<file path="src/cla_pkg.sv">
/*
 * cla_pkg: shared constants and types for the control location arbiter.
 * assumes one 10 MHz control clock and a synchronous environment for the
 * digital command strobes.
 */
package cla_pkg;
	// arbiter states
	typedef enum logic [2:0] {
		CLA_MANUAL = 3'b000,
		CLA_REM_DIG = 3'b001,
		CLA_REM_ANA = 3'b010,
		CLA_LOCAL = 3'b011
	} cla_state_t;

	// control source identifiers: none, two digital interfaces, analog
	localparam int CLA_NUM_DIG = 2;
	localparam logic [1:0] CLA_SRC_NONE = 2'h0;
	localparam logic [1:0] CLA_SRC_USB = 2'h1;
	localparam logic [1:0] CLA_SRC_ETH = 2'h2;
	localparam logic [1:0] CLA_SRC_ANA = 2'h3;

	// set value layout
	localparam int CLA_SV_W = 16;
	localparam logic [CLA_SV_W-1:0] CLA_SV_RST = 16'h0000;

	// nonvolatile interface settings word and its factory default
	localparam int CLA_CFG_W = 16;
	localparam logic [CLA_CFG_W-1:0] CLA_CFG_DEFAULT = 16'h0000;

	// width of synchroniser chain for pins
	localparam int CLA_SYNC_W = 2;
endpackage

</file>
<file path="src/cla_sync.sv">
/*
 * cla_sync: two-stage synchroniser for asynchronous pin levels.
 * assumes the input is a slow level; the first stage feeds only the second.
 */
`timescale 1ns/100ps
module cla_sync (
	input wire logic mclk, // control clock
	input wire logic rst_n, // async reset, active low
	input wire logic rst_val, // unused reset hint kept constant-free
	input wire logic d_in, // asynchronous level
	output logic q_out // synchronised level
);
	logic meta_r;
	logic meta_nxt;
	logic sync_r;
	logic sync_nxt;

	// next values are plain shifts
	always_comb begin
		meta_nxt = d_in;
		sync_nxt = meta_r;
	end

	// reset to inactive high, matching an open pin
	always_ff @(posedge mclk or negedge rst_n) begin
		if (!rst_n) begin
			meta_r <= 1'b1;
			sync_r <= 1'b1;
		end else begin
			meta_r <= meta_nxt;
			sync_r <= sync_nxt;
		end
	end

	assign q_out = sync_r;
endmodule

</file>
<file path="src/cla_arbiter.sv">
/*
 * cla_arbiter: decides which control location commands the supply.
 * holds the granted source, the applied set values and the interface
 * settings; analog takeover and standby pins arrive asynchronously,
 * digital requests are one-cycle strobes on mclk.
 */
// Functional notes
// RULE_01: at most one remote source holds control
// RULE_02: digital request refused while analog pin low; in CLA_REM_DIG the owning digital interface's request is still granted
// RULE_03: analog pin ignored while digital holds control
// RULE_04: status reads always open to all
// RULE_05: manual state permits takeovers, no indicator
// RULE_06: remote indicator whenever any remote holds
// RULE_07: remote inhibit setting forces local lock
// RULE_08: local lock ends digital session for good
// RULE_09: local lock only suspends analog control
// RULE_10: set values kept across control handovers
// RULE_11: settings kept, factory default on reset command
// RULE_12: analog values honoured only after takeover pin
// RULE_13: standby pin gates output regardless of grant
// RULE_14: simultaneous requests favour analog, digital errors
`timescale 1ns/100ps
module cla_arbiter (
	input wire logic mclk, // 10 MHz control clock
	input wire logic rst_n, // async reset, active low
	input wire logic remote_pin_n, // analog takeover pin, low requests remote
	input wire logic output_standby_pin_n, // standby pin, low inhibits output
	input wire logic allow_remote, // setting: 1 permits remote control
	input wire logic [1:0] dig_req, // per digital interface: enter remote strobe
	input wire logic [1:0] dig_rel, // per digital interface: leave remote strobe
	input wire logic [1:0] dig_sv_we, // per digital interface: set value write
	input wire logic [15:0] dig_sv_data, // digital set value data
	input wire logic ana_sv_valid, // analog set value sample ready
	input wire logic [15:0] ana_sv_data, // analog set value sample
	input wire logic man_sv_we, // front panel set value write
	input wire logic [15:0] man_sv_data, // front panel set value data
	input wire logic out_on_req, // requested output state from controller
	input wire logic cfg_we, // interface settings write
	input wire logic [15:0] cfg_data, // interface settings data
	input wire logic factory_reset, // device reset command from setup menu
	output logic [2:0] loc_state, // current control location state
	output logic [1:0] ctrl_src, // granted source code
	output logic loc_remote, // remote indicator
	output logic loc_local, // local indicator
	output logic [1:0] dig_err, // per digital interface: refused request pulse
	output logic [1:0] dig_ack, // per digital interface: granted request pulse
	output logic [15:0] set_value, // applied set value, readable by all
	output logic [15:0] cfg_value, // interface settings, readable by all
	output logic out_enable // dc output enable
);
	cla_pkg::cla_state_t state_r;
	cla_pkg::cla_state_t state_nxt;
	logic [1:0] src_r;
	logic [1:0] src_nxt;
	logic [1:0] err_r;
	logic [1:0] err_nxt;
	logic [1:0] ack_r;
	logic [1:0] ack_nxt;
	logic rem_ind_r;
	logic rem_ind_nxt;
	logic loc_ind_r;
	logic loc_ind_nxt;
	logic [15:0] sv_r;
	logic [15:0] sv_nxt;
	logic [15:0] cfg_r;
	logic [15:0] cfg_nxt;
	logic oen_r;
	logic oen_nxt;
	logic ana_req_s;
	logic sb_s;

	// pins come from the isolated connector, so synchronise both
	cla_sync u_sync_rem (
		.mclk(mclk),
		.rst_n(rst_n),
		.rst_val(1'b1),
		.d_in(remote_pin_n),
		.q_out(ana_req_s)
	);

	cla_sync u_sync_sb (
		.mclk(mclk),
		.rst_n(rst_n),
		.rst_val(1'b1),
		.d_in(output_standby_pin_n),
		.q_out(sb_s)
	);

	// lowest-numbered digital interface wins a tie among digitals
	function automatic logic [1:0] first_src(input logic [1:0] req);
		logic [1:0] s;
		s = cla_pkg::CLA_SRC_NONE;
		if (req[0])
			s = cla_pkg::CLA_SRC_USB;
		else if (req[1])
			s = cla_pkg::CLA_SRC_ETH;
		return s;
	endfunction

	// one-hot mask of a digital source code
	function automatic logic [1:0] src_mask(input logic [1:0] s);
		logic [1:0] m;
		m = 2'h0;
		if (s == cla_pkg::CLA_SRC_USB)
			m = 2'h1;
		else if (s == cla_pkg::CLA_SRC_ETH)
			m = 2'h2;
		return m;
	endfunction

	// location state machine
	always_comb begin
		state_nxt = state_r;
		src_nxt = src_r;
		err_nxt = 2'h0;
		ack_nxt = 2'h0;
		case (state_r)
			cla_pkg::CLA_MANUAL: begin
				if (!allow_remote) begin
					state_nxt = cla_pkg::CLA_LOCAL; // RULE_07
					err_nxt = dig_req;
				end else if (!ana_req_s) begin
					// analog wins a same-cycle race
					state_nxt = cla_pkg::CLA_REM_ANA; // RULE_14
					src_nxt = cla_pkg::CLA_SRC_ANA; // RULE_01
					err_nxt = dig_req; // RULE_14
				end else if (dig_req != 2'h0) begin
					state_nxt = cla_pkg::CLA_REM_DIG; // RULE_05
					src_nxt = first_src(dig_req); // RULE_01
					ack_nxt = src_mask(first_src(dig_req));
					err_nxt = dig_req & ~src_mask(first_src(dig_req)); // RULE_01
				end
			end
			cla_pkg::CLA_REM_DIG: begin
				// pin changes are ignored here
				err_nxt = dig_req & ~src_mask(src_r); // RULE_03
				ack_nxt = dig_req & src_mask(src_r);
				if (!allow_remote) begin
					state_nxt = cla_pkg::CLA_LOCAL; // RULE_08
					src_nxt = cla_pkg::CLA_SRC_NONE; // RULE_08
					err_nxt = dig_req;
					ack_nxt = 2'h0;
				end else if ((dig_rel & src_mask(src_r)) != 2'h0) begin
					state_nxt = cla_pkg::CLA_MANUAL;
					src_nxt = cla_pkg::CLA_SRC_NONE;
				end
			end
			cla_pkg::CLA_REM_ANA: begin
				err_nxt = dig_req; // RULE_02
				if (!allow_remote) begin
					state_nxt = cla_pkg::CLA_LOCAL; // RULE_09
					src_nxt = cla_pkg::CLA_SRC_NONE;
				end else if (ana_req_s) begin
					state_nxt = cla_pkg::CLA_MANUAL;
					src_nxt = cla_pkg::CLA_SRC_NONE;
				end
			end
			cla_pkg::CLA_LOCAL: begin
				err_nxt = dig_req; // RULE_07
				if (allow_remote) begin
					if (!ana_req_s) begin
						// pin still asks for remote: resume analog
						state_nxt = cla_pkg::CLA_REM_ANA; // RULE_09
						src_nxt = cla_pkg::CLA_SRC_ANA;
					end else begin
						// digital must ask again
						state_nxt = cla_pkg::CLA_MANUAL; // RULE_08
						src_nxt = cla_pkg::CLA_SRC_NONE;
					end
				end
			end
			default: begin
				state_nxt = cla_pkg::CLA_MANUAL;
				src_nxt = cla_pkg::CLA_SRC_NONE;
			end
		endcase
		rem_ind_nxt = (state_nxt == cla_pkg::CLA_REM_DIG) || (state_nxt == cla_pkg::CLA_REM_ANA); // RULE_06
		loc_ind_nxt = (state_nxt == cla_pkg::CLA_LOCAL); // RULE_07
	end

	always_ff @(posedge mclk or negedge rst_n) begin
		if (!rst_n) begin
			state_r <= cla_pkg::CLA_MANUAL;
			src_r <= cla_pkg::CLA_SRC_NONE;
			err_r <= 2'h0;
			ack_r <= 2'h0;
			rem_ind_r <= 1'b0;
			loc_ind_r <= 1'b0;
		end else begin
			state_r <= state_nxt;
			src_r <= src_nxt;
			err_r <= err_nxt;
			ack_r <= ack_nxt;
			rem_ind_r <= rem_ind_nxt;
			loc_ind_r <= loc_ind_nxt;
		end
	end

	// set value: only the current owner writes; a handover alone changes nothing
	always_comb begin
		sv_nxt = sv_r; // RULE_10
		case (state_r)
			cla_pkg::CLA_MANUAL,
			cla_pkg::CLA_LOCAL: begin
				if (man_sv_we)
					sv_nxt = man_sv_data;
			end
			cla_pkg::CLA_REM_DIG: begin
				if ((dig_sv_we & src_mask(src_r)) != 2'h0)
					sv_nxt = dig_sv_data; // RULE_04
			end
			cla_pkg::CLA_REM_ANA: begin
				// samples only count once the pin has granted analog control
				if (ana_sv_valid)
					sv_nxt = ana_sv_data; // RULE_12
			end
			default: begin
				sv_nxt = sv_r;
			end
		endcase
	end

	always_ff @(posedge mclk or negedge rst_n) begin
		if (!rst_n)
			sv_r <= cla_pkg::CLA_SV_RST;
		else
			sv_r <= sv_nxt;
	end

	// settings word; the factory reset command beats a same-cycle write
	always_comb begin
		cfg_nxt = cfg_r;
		if (factory_reset)
			cfg_nxt = cla_pkg::CLA_CFG_DEFAULT; // RULE_11
		else if (cfg_we)
			cfg_nxt = cfg_data; // RULE_11
	end

	// note: true nonvolatility lives in the storage behind cfg_value
	always_ff @(posedge mclk or negedge rst_n) begin
		if (!rst_n)
			cfg_r <= cla_pkg::CLA_CFG_DEFAULT;
		else
			cfg_r <= cfg_nxt;
	end

	// standby pin gates the output whatever the grant
	always_comb begin
		oen_nxt = out_on_req && sb_s; // RULE_13
	end

	always_ff @(posedge mclk or negedge rst_n) begin
		if (!rst_n)
			oen_r <= 1'b0;
		else
			oen_r <= oen_nxt;
	end

	// status outputs stay readable in every state
	assign loc_state = state_r; // RULE_04
	assign ctrl_src = src_r;
	assign loc_remote = rem_ind_r;
	assign loc_local = loc_ind_r;
	assign dig_err = err_r;
	assign dig_ack = ack_r;
	assign set_value = sv_r;
	assign cfg_value = cfg_r;
	assign out_enable = oen_r;
endmodule

</file>
<file path="config.mk">
export PLATFORM = sky130hd
export DESIGN_NAME = cla_arbiter
export DESIGN_NICKNAME = d
export VERILOG_FILES = /design/src/cla_pkg.sv /design/src/cla_sync.sv /design/src/cla_arbiter.sv
export SDC_FILE = /design/constraint.sdc
export NUM_CORES = 1
export LEC_CHECK = 0
export ABC_CLOCK_PERIOD_IN_PS = 1600
export BUFFER_PORTS_ARGS = -buffer_cell sky130_fd_sc_hd__buf_2
export CELL_PAD_IN_SITES_DETAIL_PLACEMENT = 0
export CELL_PAD_IN_SITES_GLOBAL_PLACEMENT = 2
export CORE_MARGIN = 1
export CORE_UTILIZATION = 24
export CTS_CLUSTER_DIAMETER = 40
export CTS_CLUSTER_SIZE = 24
export DETAILED_ROUTE_END_ITERATION = 10
export PLACE_DENSITY = 0.86
export SKIP_LAST_GASP = 1
export SLEW_MARGIN = 20
export SYNTH_ARGS = -nofsm -noshare
export SYNTH_HDL_FRONTEND = slang
export SYNTH_SLANG_ARGS = --single-unit
</file>
<file path="constraint.sdc">
create_clock -name mclk -period 1.6 [get_ports mclk]
set_clock_uncertainty 0.15 [all_clocks]
set_input_delay 0.24 -clock mclk [delete_from_list [all_inputs] [get_ports mclk]]
set_output_delay 0.24 -clock mclk [all_outputs]
set_load 0.1 [all_outputs]
</file>
==> impl_metrics.yaml, run 1 <==
outcome:
  status: "complete, but fails checks"
  violations: "negative setup slack"
synth:
  synthCells: 210
  synthArstFlopShare: 1.00
  yosysMostFrequentCell: "dfrtp_1"
  yosys.area.top_type: "dfrtp_1"
  synth_cell_type_count: 39
  synth.avg_cell_area_um2: 11.2
  yosys_warnings: 0
  synthesis.area_um2: 2360
  synthTopCellsByArea: "dfrtp_1 47%, mux2i_1 15%, a22o_1 5.9%"
  synth_ff_type: "dfrtp_1"
  synth_top_area_frac: 0.467
  ys_ff_latch: 48
  syn_nets: 290
  ys_top_cells_by_count: "44 x dfrtp_1, 35 x mux2i_1, 23 x nor2_1"
  ys_seq_area_frac: 0.511
  synth_edf_count: 0
routing:
  wl_per_cell_um: 13.8
  vias: 2132
  drc: 0
  drt_iter0_drc: 43
  wirelength_um: 6790
  via_per_inst: 4.32
  dr.pass1.iters: 4
  drtAntennaViolNets: 0
sta:
  rsz0062_at_grt: "yes"
  worst_slack_ns: -0.170
  fmax_mhz: 565
  fin_crit_sh: 1.11
  holdWs_ns: 0.0330
  finalHoldViolCount: 0
  min_period_ns: 1.77
  setup_violations: 20
  slew_violations: 0
critical_path:
  cp-start-kind: "register"
  end_kind: "register"
  max_stage_delay_ns: 0.50
  critPathKind: "reg2reg"
  crit_family: "flip-flops"
  crit_chain: "buf_12 > nor3b_4 > buf_4 > buf_8 > a22o_1 > a21oi_1 > mux2i_1"
  required_ns: 1.63
  slowest_stage: "dfrtp_4"
  cp_max_fo: 8
  crit_arrival_ns: 1.80
  cp_num_buf_inv: 3
pwr:
  p_int_mw: 2.43
  clkPwrFrac: 0.187
  p_sw_mw: 2.34
  p_leak_nw: 1.90
  finalPower_mw: 4.77
  power_density_nw_per_um2: 1280
  swShare: 0.490
  peakVddDrop_mv: 0.506
  p_seq_frac: 0.315
  power_frac_comb: 0.498
clocking:
  cts_tree: "built"
  clockBufferDepth: 2
  path_clk_slew_ns: 0.10
  htree_levels: 2
  cts-root-buf: "clkbuf_8"
  cts_buffers: 5
  cts.sinks: 48
  clock_latency_ns: 0.29
placement:
  gp_congestion: 0.805
  place_ws_ns: -0.470
  portBuffers: 123
  placed_area_um2: 3290
  hpwlAfterDp_um: 4950
  dp.cells: 468
global_routing:
  overflow: 0
  first_global_vias: 2102
  antenna_found_initial: 0
  grt_max_degree: 22
  grt_first_pass_wirelength_um: 10200
  track_usage: 0.130
cells_and_area:
  finalNonFillerCells: 493
  drive_gt1_frac: 0.555
  fillCellCount: 958
  nNetsFinal: 443
  diodes: 0
  area_delta_synth_final_pct: 58.4
  stdcell_area_um2: 3740
floorplan:
  die_area_um2: 10200
  die_x_um: 101
  start_util: 0.252
  num_rows: 35
  coreArea_um2: 9370
  io_pins: 124
  die_h_um: 101
job:
  maxCapViolCount: 0
hold_path:
  hold_path_class: "in2reg"
-- flip-flops by register name, summed over array words and instances, names as in the netlist --
register           flops
u_sync_rem.q_out       1
loc_state              3
u_sync_sb.meta_r       1
set_value             16
cfg_value             16
loc_local              1
u_sync_sb.q_out        1
ctrl_src               2
dig_err                2
loc_remote             1
dig_ack                2
u_sync_rem.meta_r      1
out_enable             1
-- per-stage QoR --
step                 util  setup TNS, ns
finish              0.399          -2.47
global route        0.399          -3.43
floorplan               -          -6.66
CTS                 0.387          -1.83
detailed placement  0.352          -7.04
global placement    0.352          -5.75
-- power by group through the flow --
stage	registers (mW)	logic [mW]	clock network (mW)
finish	1.50	2.38	0.893
detailed placement	1.52	2.25	0
global route	1.53	2.48	0.991
floorplan	2.87	0.416	0
CTS	1.50	2.34	0.937
global placement	1.52	2.23	0
-- layout by cell type (no fill, tap or decap), types with 5 or more instances in the layout --
cell,instances
buf_2,119
buf_6,9
buf_4,17
mux2i_1,35
nor2_1,23
a21oi_2,12
buf_12,8
inv_1,19
a22o_1,16
a21oi_1,6
dfrtp_1,39
clkbuf_8,5
-- path summary, 6_finish.rpt --
| kind | start | to | slack, ns | cells after the start |
|---|---|---|---|---|
| min in group asynchronous | rst_n | loc_state[0] | 0.28 | 2 |
| max reg2reg | loc_state[0] | set_value[0] | -0.17 | 7 |
| max | loc_state[0] | set_value[0] | -0.17 | 7 |
| max in group asynchronous | rst_n | cfg_value[4] | 0.50 | 3 |
| min reg2reg | u_sync_rem.meta_r | u_sync_rem.q_out | 0.21 | 0 |
| min | cfg_data[8] | cfg_value[8] | 0.03 | 3 |
-- layer usage --
layer | global-route usage | routed length (µm) | vias up
met4 | 0.0357 | 53 | 0
met5 | 0 | 0 | -
met3 | 0.0269 | 349 | 8
met1 | 0.164 | 3030 | 1021
met2 | 0.226 | 3350 | 69
li1 | - | - | 1034
-- final cells by class --
class	instances	area [µm²]	area share
clock buffer	5	68.8	0.0184
multi-input combinational	130	1110	0.297
tap	129	161	0.0432
timing repair buffer	159	1050	0.282
clock inverter	3	46.3	0.0124
inverter	19	71.3	0.0191
sequential	48	1220	0.327
-- what timing repair did --
item	4_1_cts	5_1_grt
endpoints found under the setup margin	18	21
pin swaps	5	16
gates resized for setup	22	22
endpoints found under the hold margin	14	0
hold buffers	4	0
gates cloned	2	1
setup buffers	9	2
-- worst reg2reg max path: stages, from the launching register on --
cell and delay, ns:
dfrtp_4 0.50, buf_12 0.15, nor3b_4 0.15, buf_4 0.15, buf_8 0.14, a22o_1 0.22, a21oi_1 0.12, mux2i_1 0.09
-- cells by family after synthesis --
| kind of cell | after synthesis | share of synthesized area |
|---|---|---|
| multiplexers | 35 | 0.149 |
| AND/OR/NAND/NOR | 43 | 0.0987 |
| XOR/XNOR | 1 | 0.00371 |
| buffers and inverters | 32 | 0.0706 |
| other | 1 | 0.00159 |
| flip-flops | 48 | 0.511 |
| AO/OA/AOI/OAI | 50 | 0.166 |
No activity file was read; power rests on OpenSTA's default activity.
==> run 2, diff against run 1 <==
--- a/config.mk
+++ b/config.mk
@@ -5,16 +5,16 @@
 export SDC_FILE = /design/constraint.sdc
 export NUM_CORES = 1
 export LEC_CHECK = 0
-export ABC_CLOCK_PERIOD_IN_PS = 1600
+export ABC_CLOCK_PERIOD_IN_PS = 1950
 export BUFFER_PORTS_ARGS = -buffer_cell sky130_fd_sc_hd__buf_2
 export CELL_PAD_IN_SITES_DETAIL_PLACEMENT = 0
 export CELL_PAD_IN_SITES_GLOBAL_PLACEMENT = 2
 export CORE_MARGIN = 1
-export CORE_UTILIZATION = 24
+export CORE_UTILIZATION = 26
 export CTS_CLUSTER_DIAMETER = 40
 export CTS_CLUSTER_SIZE = 24
 export DETAILED_ROUTE_END_ITERATION = 10
-export PLACE_DENSITY = 0.86
+export PLACE_DENSITY = 0.88
 export SKIP_LAST_GASP = 1
 export SLEW_MARGIN = 20
 export SYNTH_ARGS = -nofsm -noshare
==> constraint.sdc (replaced) <==
create_clock -name mclk -period 1.95 [get_ports mclk]
set_clock_uncertainty 0.15 [all_clocks]
set_input_delay 0.2925 -clock mclk [delete_from_list [all_inputs] [get_ports mclk]]
set_output_delay 0.2925 -clock mclk [all_outputs]
set_load 0.1 [all_outputs]
==> run 2 against run 1 <==
Effect of this change:
- the flow now finishes without violations
- non-clock buffer count decreased by 25
- via count decreased by 5.3%
- register-to-register slack improved by 0.28 ns
- first-iteration DRC count increased by 53%
- sequential cell count unchanged
- wire length decreased by 8.8%
- critical path type is now reg2out
- largest power group unchanged
==> impl_metrics.yaml, run 2 (synthesized netlist as in run 1, its figures left out) <==
cells_and_area:
  multiInputGateArea_um2: 986
  mostFrequentLayoutCell: "buf_2"
  diodes: 0
  area_delta_synth_final_pct: 36.6
  fillCellCount: 919
  drive_gt1_frac: 0.454
  nNetsFinal: 418
  regArea_um2: 1220
  final_cell_mix: "123 x buf_2, 39 x dfrtp_1, 35 x mux2i_1, 23 x nor2_1, 19 x inv_1"
pwr:
  p_leak_nw: 1.69
  power_frac_comb: 0.489
  p_int_mw: 1.78
  p_sw_mw: 1.84
  power_density_nw_per_um2: 1120
  clkPwrFrac: 0.167
  finalPower_mw: 3.62
  peakVddDrop_mv: 0.370
  p_seq_frac: 0.343
  swShare: 0.508
critical_path:
  crit_chain: "buf_4 > buf_2"
  rrSetupSlack_ns: 0.11
  crit_arrival_ns: 1.42
  cp_max_fo: 9
  r2r-end: "set_value[9]"
  ff2ff_path_depth: 6
  critical_path.reg2reg.startpoint: "loc_state[0]"
  cp-start-kind: "register"
  worstSetupStartpoint: "loc_state[2]"
  worstSetupPathDepth: 2
  required_ns: 1.51
  crit_family: "buffers and inverters"
  endpoint: "loc_state[2]"
  end_kind: "output pin"
  max_stage_delay_ns: 0.47
  critPathKind: "reg2out"
  slowest_stage: "dfrtp_2"
  cp_num_buf_inv: 2
sta:
  slew_headroom: 0.535
  min_period_ns: 1.86
  fin_crit_sh: 0.953
  slew_violations: 0
  finalHoldViolCount: 0
  setup_violations: 0
  fmax_mhz: 538
  holdWs_ns: 0.0692
  rsz0062_at_grt: "no"
  tightest_slew_ns: 0.697
hold_path:
  worstHoldStart: "out_on_req"
  hold_path_class: "in2reg"
  holdPathStages: 2
floorplan:
  die_h_um: 97.2
  num_rows: 34
  start_util: 0.269
  die_x_um: 97.2
  io_pins: 124
  die_area_um2: 9460
  coreArea_um2: 8760
routing:
  drc: 0
  vias: 2020
  wirelength_um: 6190
  drt_iter0_drc: 66
  wl_per_cell_um: 13.9
  via_per_inst: 4.52
  dr.pass1.iters: 4
  drtAntennaViolNets: 0
global_routing:
  overflow: 0
  track_usage: 0.131
  first_global_vias: 2010
  grt_max_degree: 21
  grt_first_pass_wirelength_um: 9890
  antenna_found_initial: 0
clocking:
  cts_buffers: 5
  htree_levels: 2
  cts_resized: 0
  clockBufferDepth: 2
  cts-root-buf: "clkbuf_8"
  clock_latency_ns: 0.29
  path_clk_slew_ns: 0.09
  cts.sinks: 48
  cts_tree: "built"
outcome:
  status: "finished, final reports clean"
placement:
  gp_congestion: 0.766
  portBuffers: 123
  hpwlAfterDp_um: 4780
job:
  maxCapViolCount: 0
-- run 2: cell types whose count changed in the layout (fill, tap and decap cells not counted), sizes merged --
cell         previous run  this run
clkbuf                  5         7
buf                   155       131
inv                    20        19
dlygate4sd3             4         3
bufinv                  1         0
-- run 2: through the flow --
stage / setup TNS (ns) / worst slack [ns] / instance area [µm²] / util / cells
floorplan: -0.872 / -0.0872 / 2370 / - / 210
global placement: -1.42 / -0.0963 / 3060 / 0.350 / 433
detailed placement: -2.76 / -0.192 / 3060 / 0.350 / 433
CTS: 0 / 0.0821 / 3220 / 0.368 / 447
global route: 0 / 0.0233 / 3220 / 0.368 / 447
finish: 0 / 0.0917 / 3220 / 0.368 / 447
-- run 2: routing by layer --
| metal | track usage | wire [µm] |
|---|---|---|
| met5 | 0 | 0 |
| met4 | 0.0362 | 91 |
| met3 | 0.0324 | 407 |
| met2 | 0.216 | 3000 |
| met1 | 0.169 | 2690 |
-- run 2: area by class of cell --
cell class              count  area share
clock buffers               7      0.0268
clock inverters             1     0.00233
inverters                  19      0.0221
multi-input cells         130       0.306
flip-flops and latches     48       0.378
well taps                 108      0.0419
repair buffers            134       0.223
-- run 2: worst reg2reg max path, cell delays in order (launching register included) --
cell and delay (ns):
dfrtp_4 0.46, buf_4 0.21, inv_1 0.10, a221oi_2 0.30
o32ai_4 0.16, buf_12 0.19, mux2i_1 0.18
-- run 2: worst min-delay path by stage --
| stage | end | slack (ns) |
|---|---|---|
| after floorplan | cfg_value[0] | -0.15 |
| after global placement | cfg_value[14] | 0.10 |
| after detailed placement | cfg_value[11] | 0.11 |
| after CTS | out_enable | 0.06 |
| after global routing | out_enable | 0.07 |
| final | out_enable | 0.07 |
-- run 2: power groups by stage --
stage | clock [mW] | combinational [mW] | sequential [mW]
after floorplan | 0 | 0.339 | 2.35
after global placement | 0 | 1.75 | 1.26
after detailed placement | 0 | 1.76 | 1.26
after CTS | 0.632 | 1.78 | 1.25
after global routing | 0.681 | 1.84 | 1.26
final | 0.605 | 1.77 | 1.24
-- run 2: timing repair --
| action | in CTS | in global routing |
|---|---|---|
| endpoints found under the hold margin | 20 | 0 |
| hold buffers | 3 | 0 |
| buffers inserted | 3 | 0 |
| endpoints found under the setup margin | 16 | 0 |
